File: src/include/sled_pkg.sv
// Constants, types and carriers shared by the slave status indicator driver.
package sled_pkg;

    // System clock period in nanoseconds.
    localparam int CLK_PERIOD_NS = 10;
    // Period of the millisecond tick in nanoseconds.
    localparam int MS_TICK_NS = 1000000;
    // Clock cycles per millisecond tick, derived from the two times above.
    localparam int MS_TICK_CYC = MS_TICK_NS / CLK_PERIOD_NS;
    // Width of the millisecond divider counter.
    localparam int MS_CNT_W = 17;

    // Pattern phase lengths in milliseconds.
    localparam int BLINK_MS      = 200;
    localparam int FLASH_ON_MS   = 200;
    localparam int FLASH_GAP_MS  = 200;
    localparam int FLASH_LONG_MS = 1000;
    localparam int FLICK_MS      = 50;

    // Width of the phase counter that counts milliseconds.
    localparam int PH_CNT_W = 10;
    // Last count value of each phase.
    localparam logic [PH_CNT_W-1:0] BLINK_LAST = PH_CNT_W'(BLINK_MS - 1);
    localparam logic [PH_CNT_W-1:0] SHORT_LAST = PH_CNT_W'(FLASH_ON_MS - 1);
    localparam logic [PH_CNT_W-1:0] GAP_LAST   = PH_CNT_W'(FLASH_GAP_MS - 1);
    localparam logic [PH_CNT_W-1:0] LONG_LAST  = PH_CNT_W'(FLASH_LONG_MS - 1);
    localparam logic [PH_CNT_W-1:0] FLICK_LAST = PH_CNT_W'(FLICK_MS - 1);
    // Phase counter start value.
    localparam logic [PH_CNT_W-1:0] PH_ZERO = 10'h000;

    // Number of Ethernet ports with a link/activity indicator.
    localparam int NPORT = 2;

    // Slave state machine state as reported by the protocol firmware.
    typedef enum logic [1:0] {
        SLED_ST_INIT   = 2'h0,
        SLED_ST_PREOP  = 2'h1,
        SLED_ST_SAFEOP = 2'h2,
        SLED_ST_OP     = 2'h3
    } sled_slave_state_t;

    // Indicator pattern selection.
    typedef enum logic [2:0] {
        SLED_MODE_OFF    = 3'h0,
        SLED_MODE_ON     = 3'h1,
        SLED_MODE_BLINK  = 3'h2,
        SLED_MODE_SINGLE = 3'h3,
        SLED_MODE_DOUBLE = 3'h4
    } sled_mode_t;

    // Phases of the pattern generator, one-hot.
    typedef enum logic [3:0] {
        SLED_PH_LIT1  = 4'h1,
        SLED_PH_DARK1 = 4'h2,
        SLED_PH_LIT2  = 4'h4,
        SLED_PH_LONG  = 4'h8
    } sled_phase_t;

    // States of the per-port activity flicker, one-hot.
    typedef enum logic [2:0] {
        SLED_FL_IDLE = 3'h1,
        SLED_FL_DARK = 3'h2,
        SLED_FL_LIT  = 3'h4
    } sled_flick_t;

    // Error causes reported by the protocol firmware.
    typedef struct packed {
        logic cfg_err;
        logic local_chg;
        logic app_wdog;
    } sled_err_t;

    // One red/green duo indicator.
    typedef struct packed {
        logic red;
        logic green;
    } sled_duo_t;

    // The two indicators of one Ethernet port.
    typedef struct packed {
        logic green;
        logic yellow;
    } sled_port_led_t;

endpackage

File: src/sled_top.sv
// Status indicator driver of a real-time Ethernet slave module.
// The state and error causes come from firmware logic on clk_sys and
// are used as they arrive. Link and activity come from the PHY pins and
// are synchronised before use. All indicator outputs are registered.
`timescale 1ns/1ps

module sled_top
    import sled_pkg::*;
#(
    // Clock cycles per millisecond; shorten in simulation.
    parameter int MS_CYCLES = MS_TICK_CYC
)
(
    input  wire logic              clk_sys,
    input  wire logic              reset,
    input  wire sled_slave_state_t slave_state,
    input  wire sled_err_t         err_cause,
    input  wire logic [NPORT-1:0]  link_up,
    input  wire logic [NPORT-1:0]  frame_act,
    output sled_duo_t              run_led,
    output sled_duo_t              err_led,
    output sled_port_led_t         port_led [NPORT]
);

    // ----------------------------------------------------------------
    // Millisecond tick.
    // ----------------------------------------------------------------

    // Last value of the divider, cut to the counter width.
    localparam logic [MS_CNT_W-1:0] MS_LAST = MS_CNT_W'(MS_CYCLES - 1);
    // Divider reset value.
    localparam logic [MS_CNT_W-1:0] MS_ZERO = 17'h00000;

    // Divider counter.
    logic [MS_CNT_W-1:0] ms_cnt_r;
    // One-cycle pulse once per millisecond.
    logic                ms_tick_r;

    // The divider wraps on its last count.
    wire logic ms_wrap = (ms_cnt_r == MS_LAST);
    // Next divider value.
    wire logic [MS_CNT_W-1:0] ms_cnt_nxt =
        ms_wrap ? MS_ZERO : MS_CNT_W'(ms_cnt_r + 1'b1);

    always_ff @(posedge clk_sys or posedge reset)
    begin
        if (reset)
        begin
            ms_cnt_r  <= MS_ZERO;
            ms_tick_r <= 1'b0;
        end
        else
        begin
            ms_cnt_r  <= ms_cnt_nxt;
            ms_tick_r <= ms_wrap;
        end
    end

    // ----------------------------------------------------------------
    // Pattern selection for the state and error indicators.
    // ----------------------------------------------------------------

    // Map a slave state onto the pattern of the state indicator.
    function automatic sled_mode_t state_mode(input sled_slave_state_t st);
        sled_mode_t m;
        m = SLED_MODE_OFF;
        case (st)
            SLED_ST_INIT:   m = SLED_MODE_OFF;
            SLED_ST_PREOP:  m = SLED_MODE_BLINK;
            SLED_ST_SAFEOP: m = SLED_MODE_SINGLE;
            SLED_ST_OP:     m = SLED_MODE_ON;
            default:        m = SLED_MODE_OFF;
        endcase
        return m;
    endfunction

    // Map the error causes onto the pattern of the error indicator.
    // The watchdog outranks a local change, which outranks a bad
    // configuration, so the most urgent cause is the one shown.
    function automatic sled_mode_t err_mode(input sled_err_t e);
        sled_mode_t m;
        m = SLED_MODE_OFF;
        if (e.app_wdog)
            m = SLED_MODE_DOUBLE;
        else if (e.local_chg)
            m = SLED_MODE_SINGLE;
        else if (e.cfg_err)
            m = SLED_MODE_BLINK;
        else
            m = SLED_MODE_OFF;
        return m;
    endfunction

    // Pattern selected for the state indicator.
    wire sled_mode_t run_mode = state_mode(slave_state);
    // Pattern selected for the error indicator.
    wire sled_mode_t err_sel  = err_mode(err_cause);

    // Pattern level of the state indicator.
    logic run_lit;
    // Pattern level of the error indicator.
    logic err_lit;

    // Pattern generator for the state indicator.
    sled_pattern u_run_pat
    (
        .clk_sys (clk_sys),
        .reset   (reset),
        .ms_tick (ms_tick_r),
        .mode    (run_mode),
        .lit     (run_lit)
    );

    // Pattern generator for the error indicator.
    sled_pattern u_err_pat
    (
        .clk_sys (clk_sys),
        .reset   (reset),
        .ms_tick (ms_tick_r),
        .mode    (err_sel),
        .lit     (err_lit)
    );

    // Registered duo indicators.
    sled_duo_t run_led_r;
    sled_duo_t err_led_r;

    // The state indicator only ever shows green and the error indicator
    // only ever shows red; the other half of each duo stays dark.
    always_ff @(posedge clk_sys or posedge reset)
    begin
        if (reset)
        begin
            run_led_r <= '0;
            err_led_r <= '0;
        end
        else
        begin
            run_led_r.green <= run_lit;
            run_led_r.red   <= 1'b0;
            err_led_r.red   <= err_lit;
            err_led_r.green <= 1'b0;
        end
    end

    assign run_led = run_led_r;
    assign err_led = err_led_r;

    // ----------------------------------------------------------------
    // Port link/activity indicators.
    // ----------------------------------------------------------------

    // First and second synchroniser stages for link and activity.
    logic link_m_r [NPORT];
    logic link_s_r [NPORT];
    logic act_m_r  [NPORT];
    logic act_s_r  [NPORT];
    // Activity seen since the last flicker started.
    logic pend_r   [NPORT];
    // Flicker state per port.
    sled_flick_t fl_r [NPORT];
    // Milliseconds spent in the current flicker phase.
    logic [PH_CNT_W-1:0] fl_cnt_r [NPORT];
    // Registered port indicators.
    sled_port_led_t port_led_r [NPORT];

    genvar gi;
    generate
        for (gi = 0; gi < NPORT; gi = gi + 1)
        begin : g_port
            // The flicker phase ends on the tick closing its last ms.
            wire logic fl_done = ms_tick_r && (fl_cnt_r[gi] == FLICK_LAST);
            // A new flicker starts from idle when activity is pending.
            wire logic fl_start = (fl_r[gi] == SLED_FL_IDLE) && pend_r[gi];
            // A lit phase that ends with activity pending goes dark again.
            wire logic fl_again = (fl_r[gi] == SLED_FL_LIT) && fl_done
                                  && pend_r[gi];
            // Entering a dark phase consumes the pending activity.
            wire logic fl_take = fl_start || fl_again;
            // Green is lit in idle and lit phases while linked.
            wire logic green_nxt = link_s_r[gi] && (fl_r[gi] != SLED_FL_DARK);

            // Two-flop synchronisers for the PHY pins.
            always_ff @(posedge clk_sys or posedge reset)
            begin
                if (reset)
                begin
                    link_m_r[gi] <= 1'b0;
                    link_s_r[gi] <= 1'b0;
                    act_m_r[gi]  <= 1'b0;
                    act_s_r[gi]  <= 1'b0;
                end
                else
                begin
                    link_m_r[gi] <= link_up[gi];
                    link_s_r[gi] <= link_m_r[gi];
                    act_m_r[gi]  <= frame_act[gi];
                    act_s_r[gi]  <= act_m_r[gi];
                end
            end

            // Pending activity: a new frame wins over the consume.
            always_ff @(posedge clk_sys or posedge reset)
            begin
                if (reset)
                    pend_r[gi] <= 1'b0;
                else if (!link_s_r[gi])
                    pend_r[gi] <= 1'b0;
                else if (act_s_r[gi])
                    pend_r[gi] <= 1'b1;
                else if (fl_take)
                    pend_r[gi] <= 1'b0;
            end

            // load dependent flicker
            // Each burst of activity gives one dark then one lit phase
            // of FLICK_MS; steady traffic chains them into a 10 Hz
            // square wave, sparse traffic gives irregular blinks.
            always_ff @(posedge clk_sys or posedge reset)
            begin
                if (reset)
                begin
                    fl_r[gi]     <= SLED_FL_IDLE;
                    fl_cnt_r[gi] <= PH_ZERO;
                end
                else if (!link_s_r[gi])
                begin
                    // Losing the link abandons any flicker in progress.
                    fl_r[gi]     <= SLED_FL_IDLE;
                    fl_cnt_r[gi] <= PH_ZERO;
                end
                else
                begin
                    case (fl_r[gi])
                        SLED_FL_IDLE:
                        begin
                            fl_cnt_r[gi] <= PH_ZERO;
                            if (fl_start)
                                fl_r[gi] <= SLED_FL_DARK;
                        end
                        SLED_FL_DARK:
                        begin
                            if (fl_done)
                            begin
                                fl_r[gi]     <= SLED_FL_LIT;
                                fl_cnt_r[gi] <= PH_ZERO;
                            end
                            else if (ms_tick_r)
                                fl_cnt_r[gi] <= PH_CNT_W'(fl_cnt_r[gi] + 1'b1);
                        end
                        SLED_FL_LIT:
                        begin
                            if (fl_done)
                            begin
                                fl_r[gi]     <= fl_again ? SLED_FL_DARK
                                                         : SLED_FL_IDLE;
                                fl_cnt_r[gi] <= PH_ZERO;
                            end
                            else if (ms_tick_r)
                                fl_cnt_r[gi] <= PH_CNT_W'(fl_cnt_r[gi] + 1'b1);
                        end
                        default:
                        begin
                            fl_r[gi]     <= SLED_FL_IDLE;
                            fl_cnt_r[gi] <= PH_ZERO;
                        end
                    endcase
                end
            end

            // Port indicator register.
            always_ff @(posedge clk_sys or posedge reset)
            begin
                if (reset)
                    port_led_r[gi] <= '0;
                else
                begin
                    port_led_r[gi].green  <= green_nxt;
                    port_led_r[gi].yellow <= 1'b0;
                end
            end

            assign port_led[gi] = port_led_r[gi];
        end
    endgenerate

endmodule

File: src/sled_pattern.sv
// Millisecond pattern generator for blinking, single flash and double flash.
`timescale 1ns/1ps

module sled_pattern
    import sled_pkg::*;
(
    input  wire logic       clk_sys,
    input  wire logic       reset,
    input  wire logic       ms_tick,
    input  wire sled_mode_t mode,
    output logic            lit
);

    // Current phase of the pattern.
    sled_phase_t           phase_r;
    // Next phase after the current one expires.
    sled_phase_t           phase_nxt;
    // Milliseconds spent in the current phase.
    logic [PH_CNT_W-1:0]   cnt_r;
    // Pattern that was selected in the previous cycle.
    sled_mode_t            mode_r;
    // Registered indicator level.
    logic                  lit_r;

    // A change of selection restarts the pattern at its first lit phase.
    wire logic restart = (mode != mode_r);
    // Last count of the current phase: blink, flash, short gap or long dark.
    wire logic [PH_CNT_W-1:0] last =
        (phase_r == SLED_PH_LONG)    ? LONG_LAST :
        (phase_r == SLED_PH_DARK1)   ? GAP_LAST  :
        (mode == SLED_MODE_BLINK)    ? BLINK_LAST : SHORT_LAST;
    // The phase ends on the tick that completes its last millisecond.
    wire logic expired = ms_tick && (cnt_r == last);
    // Lit during either flash phase.
    wire logic in_lit = (phase_r == SLED_PH_LIT1) || (phase_r == SLED_PH_LIT2);
    // Level of the indicator for the selected pattern; a restart shows the
    // first lit phase at once rather than the stale phase of the old pattern.
    wire logic lit_nxt = (mode == SLED_MODE_ON) ? 1'b1 :
                         (mode == SLED_MODE_OFF) ? 1'b0 : (restart || in_lit);
    // Phase counter advance.
    wire logic [PH_CNT_W-1:0] cnt_nxt =
        (restart || expired) ? PH_ZERO :
        ms_tick ? PH_CNT_W'(cnt_r + 1'b1) : cnt_r;

    // Phase sequencing per pattern.
    always_comb
    begin
        case (phase_r)
            SLED_PH_LIT1:
            begin
                if (mode == SLED_MODE_BLINK)
                    phase_nxt = SLED_PH_DARK1;
                else if (mode == SLED_MODE_SINGLE)
                    phase_nxt = SLED_PH_LONG;
                else
                    phase_nxt = SLED_PH_DARK1;
            end
            SLED_PH_DARK1:
            begin
                if (mode == SLED_MODE_DOUBLE)
                    phase_nxt = SLED_PH_LIT2;
                else
                    phase_nxt = SLED_PH_LIT1;
            end
            // The double flash closes with the long dark phase.
            SLED_PH_LIT2:  phase_nxt = SLED_PH_LONG;
            SLED_PH_LONG:  phase_nxt = SLED_PH_LIT1;
            default:       phase_nxt = SLED_PH_LIT1;
        endcase
    end

    // Phase, counter and output registers.
    always_ff @(posedge clk_sys or posedge reset)
    begin
        if (reset)
        begin
            phase_r <= SLED_PH_LIT1;
            cnt_r   <= PH_ZERO;
            mode_r  <= SLED_MODE_OFF;
            lit_r   <= 1'b0;
        end
        else
        begin
            mode_r <= mode;
            cnt_r  <= cnt_nxt;
            lit_r  <= lit_nxt;
            if (restart)
                phase_r <= SLED_PH_LIT1;
            else if (expired)
                phase_r <= phase_nxt;
        end
    end

    assign lit = lit_r;

endmodule

File: config.mk
export PLATFORM = sky130hd
export DESIGN_NAME = sled_top
export DESIGN_NICKNAME = d
export VERILOG_FILES = /design/src/include/sled_pkg.sv /design/src/sled_top.sv /design/src/sled_pattern.sv
export SDC_FILE = /design/constraint.sdc
export NUM_CORES = 1
export LEC_CHECK = 0
export ABC_AREA = 1
export CAP_MARGIN = 10
export CORE_ASPECT_RATIO = 0.9
export CORE_MARGIN = 1.5
export CORE_UTILIZATION = 55
export DETAILED_ROUTE_END_ITERATION = 7
export DONT_BUFFER_PORTS = 1
export MAX_ROUTING_LAYER = met4
export PLACE_DENSITY = 0.74
export SETUP_SLACK_MARGIN = 0.4
export SLEW_MARGIN = 20
export SYNTH_ARGS = -nofsm -noshare
export SYNTH_HDL_FRONTEND = slang
export SYNTH_SLANG_ARGS = --single-unit
File: constraint.sdc
create_clock -name clk_sys -period 3.73 [get_ports clk_sys]
set_clock_uncertainty 0.15 [all_clocks]
set_input_delay 0.373 -clock clk_sys [delete_from_list [all_inputs] [get_ports clk_sys]]
set_output_delay 0.373 -clock clk_sys [all_outputs]
set_load 0.005 [all_outputs]
-- After elaboration in Yosys (flattened, before gate mapping)
Cells that the tools add are included.
- $add $sub $neg: 5
- equal/unequal tests: 44
- mux-type cells: 53
- reduce and logical (&&, ||, !) cells: 31
- operators by type and width (cell ; count):
    10-bit 2-to-1 mux ; 14
    10-bit by 1-bit adder with 10-bit output (second input constant) ; 4
    3-bit 2-to-1 mux ; 11
    4-bit 2-to-1 mux ; 8
    4-bit one-hot mux with 3 select lines ; 2
    10-bit == test ; 2
    10-bit by 6-bit == test with 1-bit output (second input constant) ; 2
    3-bit by 2-bit == test with 1-bit output (second input constant) ; 6
    3-bit inequality test (second input constant) ; 6
    3-bit one-hot mux with 3 select lines ; 2
    17-bit by 1-bit adder with 17-bit output (second input constant) ; 1
    17-bit == test (second input constant) ; 1
    17-bit 2-to-1 mux ; 1
    3-bit by 1-bit == test with 1-bit output (second input constant) ; 4
    3-bit == test (second input constant) ; 4
    1-bit logical AND ; 12
    3-bit one-hot mux with 4 select lines ; 1
    1-bit 2-to-1 mux ; 10
    4-bit by 1-bit == test with 1-bit output (second input constant) ; 2
    4-bit by 2-bit == test with 1-bit output (second input constant) ; 2
    4-bit by 3-bit == test with 1-bit output (second input constant) ; 2
    4-bit == test (second input constant) ; 2
    1-bit logical OR ; 8
    2-bit 2-to-1 mux ; 4
    other kinds (11) ; 22
- register bits after elaboration: 94
- output and inout bits: 8
- word-level logic and storage cells: 161

-- Logic depth before layout (Yosys ltp)
- depth in word-level cells: 9
- gate-level depth with buffers: 10

-- Cells and area by module
Synthesis repeated with hierarchy kept, for this count alone.
- cell total of the unflattened synthesis: 642
- area, all modules: 5286.3 µm²
- by module, submodules not included (module ; instances ; cells each ; area an instance (µm²) ; seq. area each (µm²)):
    sled_top ; 1 ; 394 ; 3161.8 ; 1453.9
    sled_pattern ; 2 ; 124 ; 1062.3 ; 451.7

-- Worst setup path after synthesis
OpenSTA, ideal clock, no wires.
- path type: input port to flip-flop
- start: input slave_state[0]
- end: register u_run_pat.cnt_r[9]
- library setup time: 71 ps
- arrival time: 1467 ps
- required time: 3509 ps
- setup slack: 2042 ps
- cell stages on the path: 9
- path through: inv_1 > ha_1 > inv_1 > or2_1 > a21oi_2 > inv_1 > nor2_1 > nand2_1 > nor2_1
- longest elaborated chain between the ends: 5
- elaborated cells between the ends (all ways): 9
- ends and longest elaborated chain (what ; line ; source):
    from (decl) ; sled_top.sv:16 ; input wire sled_slave_state_t slave_state,
    2-bit == test (tied with other cells) ; sled_top.sv:67 ; case (st)
    3-bit one-hot mux with 4 select lines (*) ; sled_top.sv:67 ;
    net run_mode[1] ; sled_top.sv:95 ; wire sled_mode_t run_mode = state_mode(slave_state);
    3-bit inequality test (*) ; sled_pattern.sv:26 ; wire logic restart = (mode != mode_r);
    1-bit logical OR (*) ; sled_pattern.sv:42 ; (restart || expired) ? PH_ZERO :
    10-bit 2-to-1 mux / 2-bit nonzero test (equally long branches) ; n/a ;
    to (signal assigned) ; sled_pattern.sv:85 ; cnt_r <= cnt_nxt;
    to (decl) ; sled_pattern.sv:19 ; logic [PH_CNT_W-1:0] cnt_r;
The timed path passes the listed nets; every way through them passes the cells marked *. The select of a mux whose other input is x is not followed.
A chain may end at the register's enable or synchronous reset.

-- Worst setup path after layout
- start: register ms_tick_r
- end: register u_err_pat.cnt_r[9]
- longest elaborated chain between the ends: 3
- elaborated cells between the ends (all ways): 4
- ends and longest elaborated chain (what ; line ; source):
    from (decl) ; sled_top.sv:37 ; logic ms_tick_r;
    from (signal assigned) ; sled_top.sv:55 ; ms_tick_r <= ms_wrap;
    1-bit logical AND ; sled_pattern.sv:33 ; wire logic expired = ms_tick && (cnt_r == last);
    1-bit logical OR ; sled_pattern.sv:42 ;
    10-bit 2-to-1 mux / 2-bit nonzero test (equally long branches) ; n/a ;
    to (signal assigned) ; sled_pattern.sv:85 ;
    to (decl) ; sled_pattern.sv:19 ;
Several ways; a longest one is shown, not always the timed one.

==> impl_metrics.env <==
export IMPL_dp_hpwl_um=6340
export IMPL_synthFlopType="dfrtp_1"
export IMPL_async_flop_share_pct=100
export IMPL_fin_area_um2=5280
export IMPL_ctsLongestPathBuffers=2
export IMPL_cp_start_kind="register"
export IMPL_area_growth_pct=7.90
export IMPL_sw_frac_of_total_pct=26.6
export IMPL_fin_util_pct=61.3
export IMPL_cts_sinks=92
export IMPL_wl_per_cell_um=11.8
export IMPL_yosys_warnings=0
export IMPL_min_period_ns=2.18
export IMPL_hold_viol=0
export IMPL_rsz0062_at_grt="false"
export IMPL_yosys_area_share_simple_pct=31.5
export IMPL_rows=32
export IMPL_synthAdderAreaFrac_pct=2.56
export IMPL_die_x_um=102
export IMPL_cts_buffers=9
export IMPL_slew_violations=0
export IMPL_p_seq_share_pct=53.6
export IMPL_worstMarginPinSlew_ns=0.759
export IMPL_htreeDepth=3
export IMPL_finalCritPeriodShare_pct=58.5
export IMPL_grt_pass1_wl_um=15700
export IMPL_cts_tree="built"
export IMPL_setup_viol=0
export IMPL_clock_fmax_mhz=458
export IMPL_drtIter0Drc=193
export IMPL_yosys_mux_area_fraction_pct=0
export IMPL_crit_path_end_kind="register"
export IMPL_p_switching_uw=531
export IMPL_synthXorXnorAreaFrac_pct=4.47
export IMPL_p_int_uw=1470
export IMPL_synth_edf_count=0
export IMPL_slew_limit_headroom_pct=49.4
export IMPL_cts_root_buf="clkbuf_8"
export IMPL_via_per_inst=5.11
export IMPL_netlist_area_um2=4890
export IMPL_dpl_cell_area_um2=5010
export IMPL_syn_inst=614
export IMPL_synth_top_family_by_area="simple AND/OR/NAND/NOR gates"
export IMPL_fillers=745
export IMPL_min_path_type="input pin to register"
export IMPL_ys_seq_elements=92
export IMPL_route_antenna_remaining_nets=0
export IMPL_synth_top_area_cell="dfrtp_1"
export IMPL_drc=0
export IMPL_diodes=0
export IMPL_finalNetCount=648
export IMPL_clkPwrFrac_pct=34.5
export IMPL_antenna_found_initial=0
export IMPL_synth_top_area_share_pct=45.0
export IMPL_ys_types=38
export IMPL_synth_compound_area_share_pct=5.24
export IMPL_cts_resized_gates=0
export IMPL_maxCapViolations=0
export IMPL_drive_above_1_share_pct=9.65
export IMPL_gp_congestion=0.901
export IMPL_grt_ovfl_total=0
export IMPL_synth_area_per_cell_um2=7.97
export IMPL_drt_first_pass_iters=5
export IMPL_worst_setup_path_type="register to register"
export IMPL_grt_total_usage_pct=21.4
export IMPL_ys_top_cells_by_area="dfrtp_1 45%, nand2_1 9.7%, inv_1 7.4%"
export IMPL_start_util_pct=56.8
export IMPL_critPathArrivalTime_ns=2.32
export IMPL_p_per_area_nw_per_um2=378
export IMPL_port_buffers=0
export IMPL_ios=19
export IMPL_wirelength_um=8830
export IMPL_dieHeight_um=92.5
export IMPL_grt_max_degree=36
export IMPL_p_comb_share_pct=11.9
export IMPL_first_global_vias=3688
export IMPL_clk_insertion_delay_late_ns=0.35
export IMPL_die_area_um2=9470
export IMPL_cts_reportedPaths_clkPinSlew_ns=0.09
export IMPL_setup_tns_ns=0
export IMPL_cp_max_fo=20
export IMPL_vias=3839
export IMPL_required_ns=3.87
export IMPL_vdd_drop_max_mv=0.182
export IMPL_power_leakage_uw=0.00252
export IMPL_status="finished clean"
export IMPL_fp_coreArea_um2=8610
export IMPL_synth_seq_area_share_pct=47.1
==> worst max-delay path, cell delays in order, from the launching register on <==
cell and delay (ns):
dfrtp_1 0.84, inv_1 0.29, nor3_2 0.34, nand3_1 0.16, o21ai_0 0.19, nand2_1 0.07
nor2_1 0.08
==> state kept, by name, summed over array words and instances (netlist names), 3 cells and up <==
register,count
u_run_pat.phase_r,3
fl_r,6
u_err_pat.mode_r,3
u_err_pat.cnt_r,10
u_run_pat.cnt_r,10
fl_cnt_r,20
ms_cnt_r,17
u_err_pat.phase_r,4
==> worst paths after layout <==
kind	startpoint	endpoint	slack [ns]	cells after the start
min in group asynchronous	reset	ms_cnt_r[15]$_DFF_PP0_	0.36	2
worst min register to register	link_m_r[0]$_DFF_PP0_	link_s_r[0]$_DFF_PP0_	0.19	0
worst min-delay path	err_cause[1]	u_err_pat.mode_r[0]$_DFF_PP0_	0.03	2
worst max-delay path	ms_tick_r$_DFF_PP0_	u_err_pat.cnt_r[9]$_DFFE_PP0P_	1.55	6
max in group asynchronous	reset	fl_r[0]$_DFFE_PP1P_	2.23	3
worst max register to register	ms_tick_r$_DFF_PP0_	u_err_pat.cnt_r[9]$_DFFE_PP0P_	1.55	6
==> cells in the mapped netlist, types with 2 or more instances <==
cell,instances
nor4_1,2
or2_2,3
dfstp_2,4
o21ai_1,7
nand3_2,3
inv_1,97
xor2_1,18
nor2_2,9
nand4_1,21
nand2_1,127
dfrtp_1,88
nand2_2,6
nor2_4,2
o21ai_0,21
xnor2_1,7
a21oi_2,2
nor2_1,72
nor3_2,6
inv_2,2
a21oi_1,13
nor3_1,13
o22ai_1,3
nand3b_1,3
nand3_1,57
ha_1,10
clkbuf_1,2
buf_4,5
==> cell usage in the layout (no fill, tap or decap), types with 4 or more instances in the layout <==
cell type and n:
nor2_2 9, a21oi_1 13, dlygate4sd3_1 6, nor3_2 6, inv_1 96, nand4_1 21, nor3_1 13, nand3_1 57
xnor2_1 7, o21ai_1 7, nor2_1 72, xor2_1 18, dfrtp_1 88, o21ai_0 21, dfstp_2 4, ha_1 10
clkbuf_8 11, nand2_2 6, nand2_1 127, conb_1 4
==> metrics by stage <==
stage          instances  setup slack, ns  power [uW]  hold slack (ns)
4_1_cts              751             1.55        2020           0.0115
5_1_grt              751             1.30        2100           0.0294
2_1_floorplan        617            0.822        1270            0.181
3_3_place_gp         729             1.63        1310            0.178
3_5_place_dp         729             1.55        1320            0.183
6_report             751             1.55        2000           0.0346
==> final cells by class <==
type,instances,area [um^2],area share (%)
clock inverters,5,60.1,1.14
repair buffers,8,75.1,1.42
well taps,119,149,2.82
clock buffers,11,151,2.87
inverters,100,379,7.18
flip-flops and latches,92,2310,43.7
multi-input cells,416,2160,40.9
==> repair_timing <==
action / 4_1_cts / 5_1_grt
setup buffers: 0 / 0
hold buffers: 6 / 0
endpoints found under the hold margin: 38 / 0
==> layer usage <==
metal / vias to the layer above / wire length (um) / track usage (%) / part of all wire (%)
met5: - / 0 / - / 0
met1: 1776 / 4140 / 28.1 / 47
li1: 1969 / - / - / -
met2: 87 / 4210 / 33.4 / 48
met4: 0 / 85 / 5.94 / 0.96
met3: 7 / 397 / 4.91 / 4.5
==> kinds of logic (layout without fill, tap and decap cells) <==
logic type	count (synthesis)	after routing
flops	92	92
simple gates	329	329
xor+xnor	25	25
buf+inv	109	124
compound gates	48	48
other cells	1	4
fa+ha+maj	10	10
==> power groups by stage <==
stage	sequential, uW	clock [uW]	combinational, uW
floorplan	1080	0	193
detailed placement	1090	0	233
global placement	1090	0	222
global route	1080	748	274
CTS	1070	714	239
finish	1070	688	238
Power figures use the tool's default switching activity.
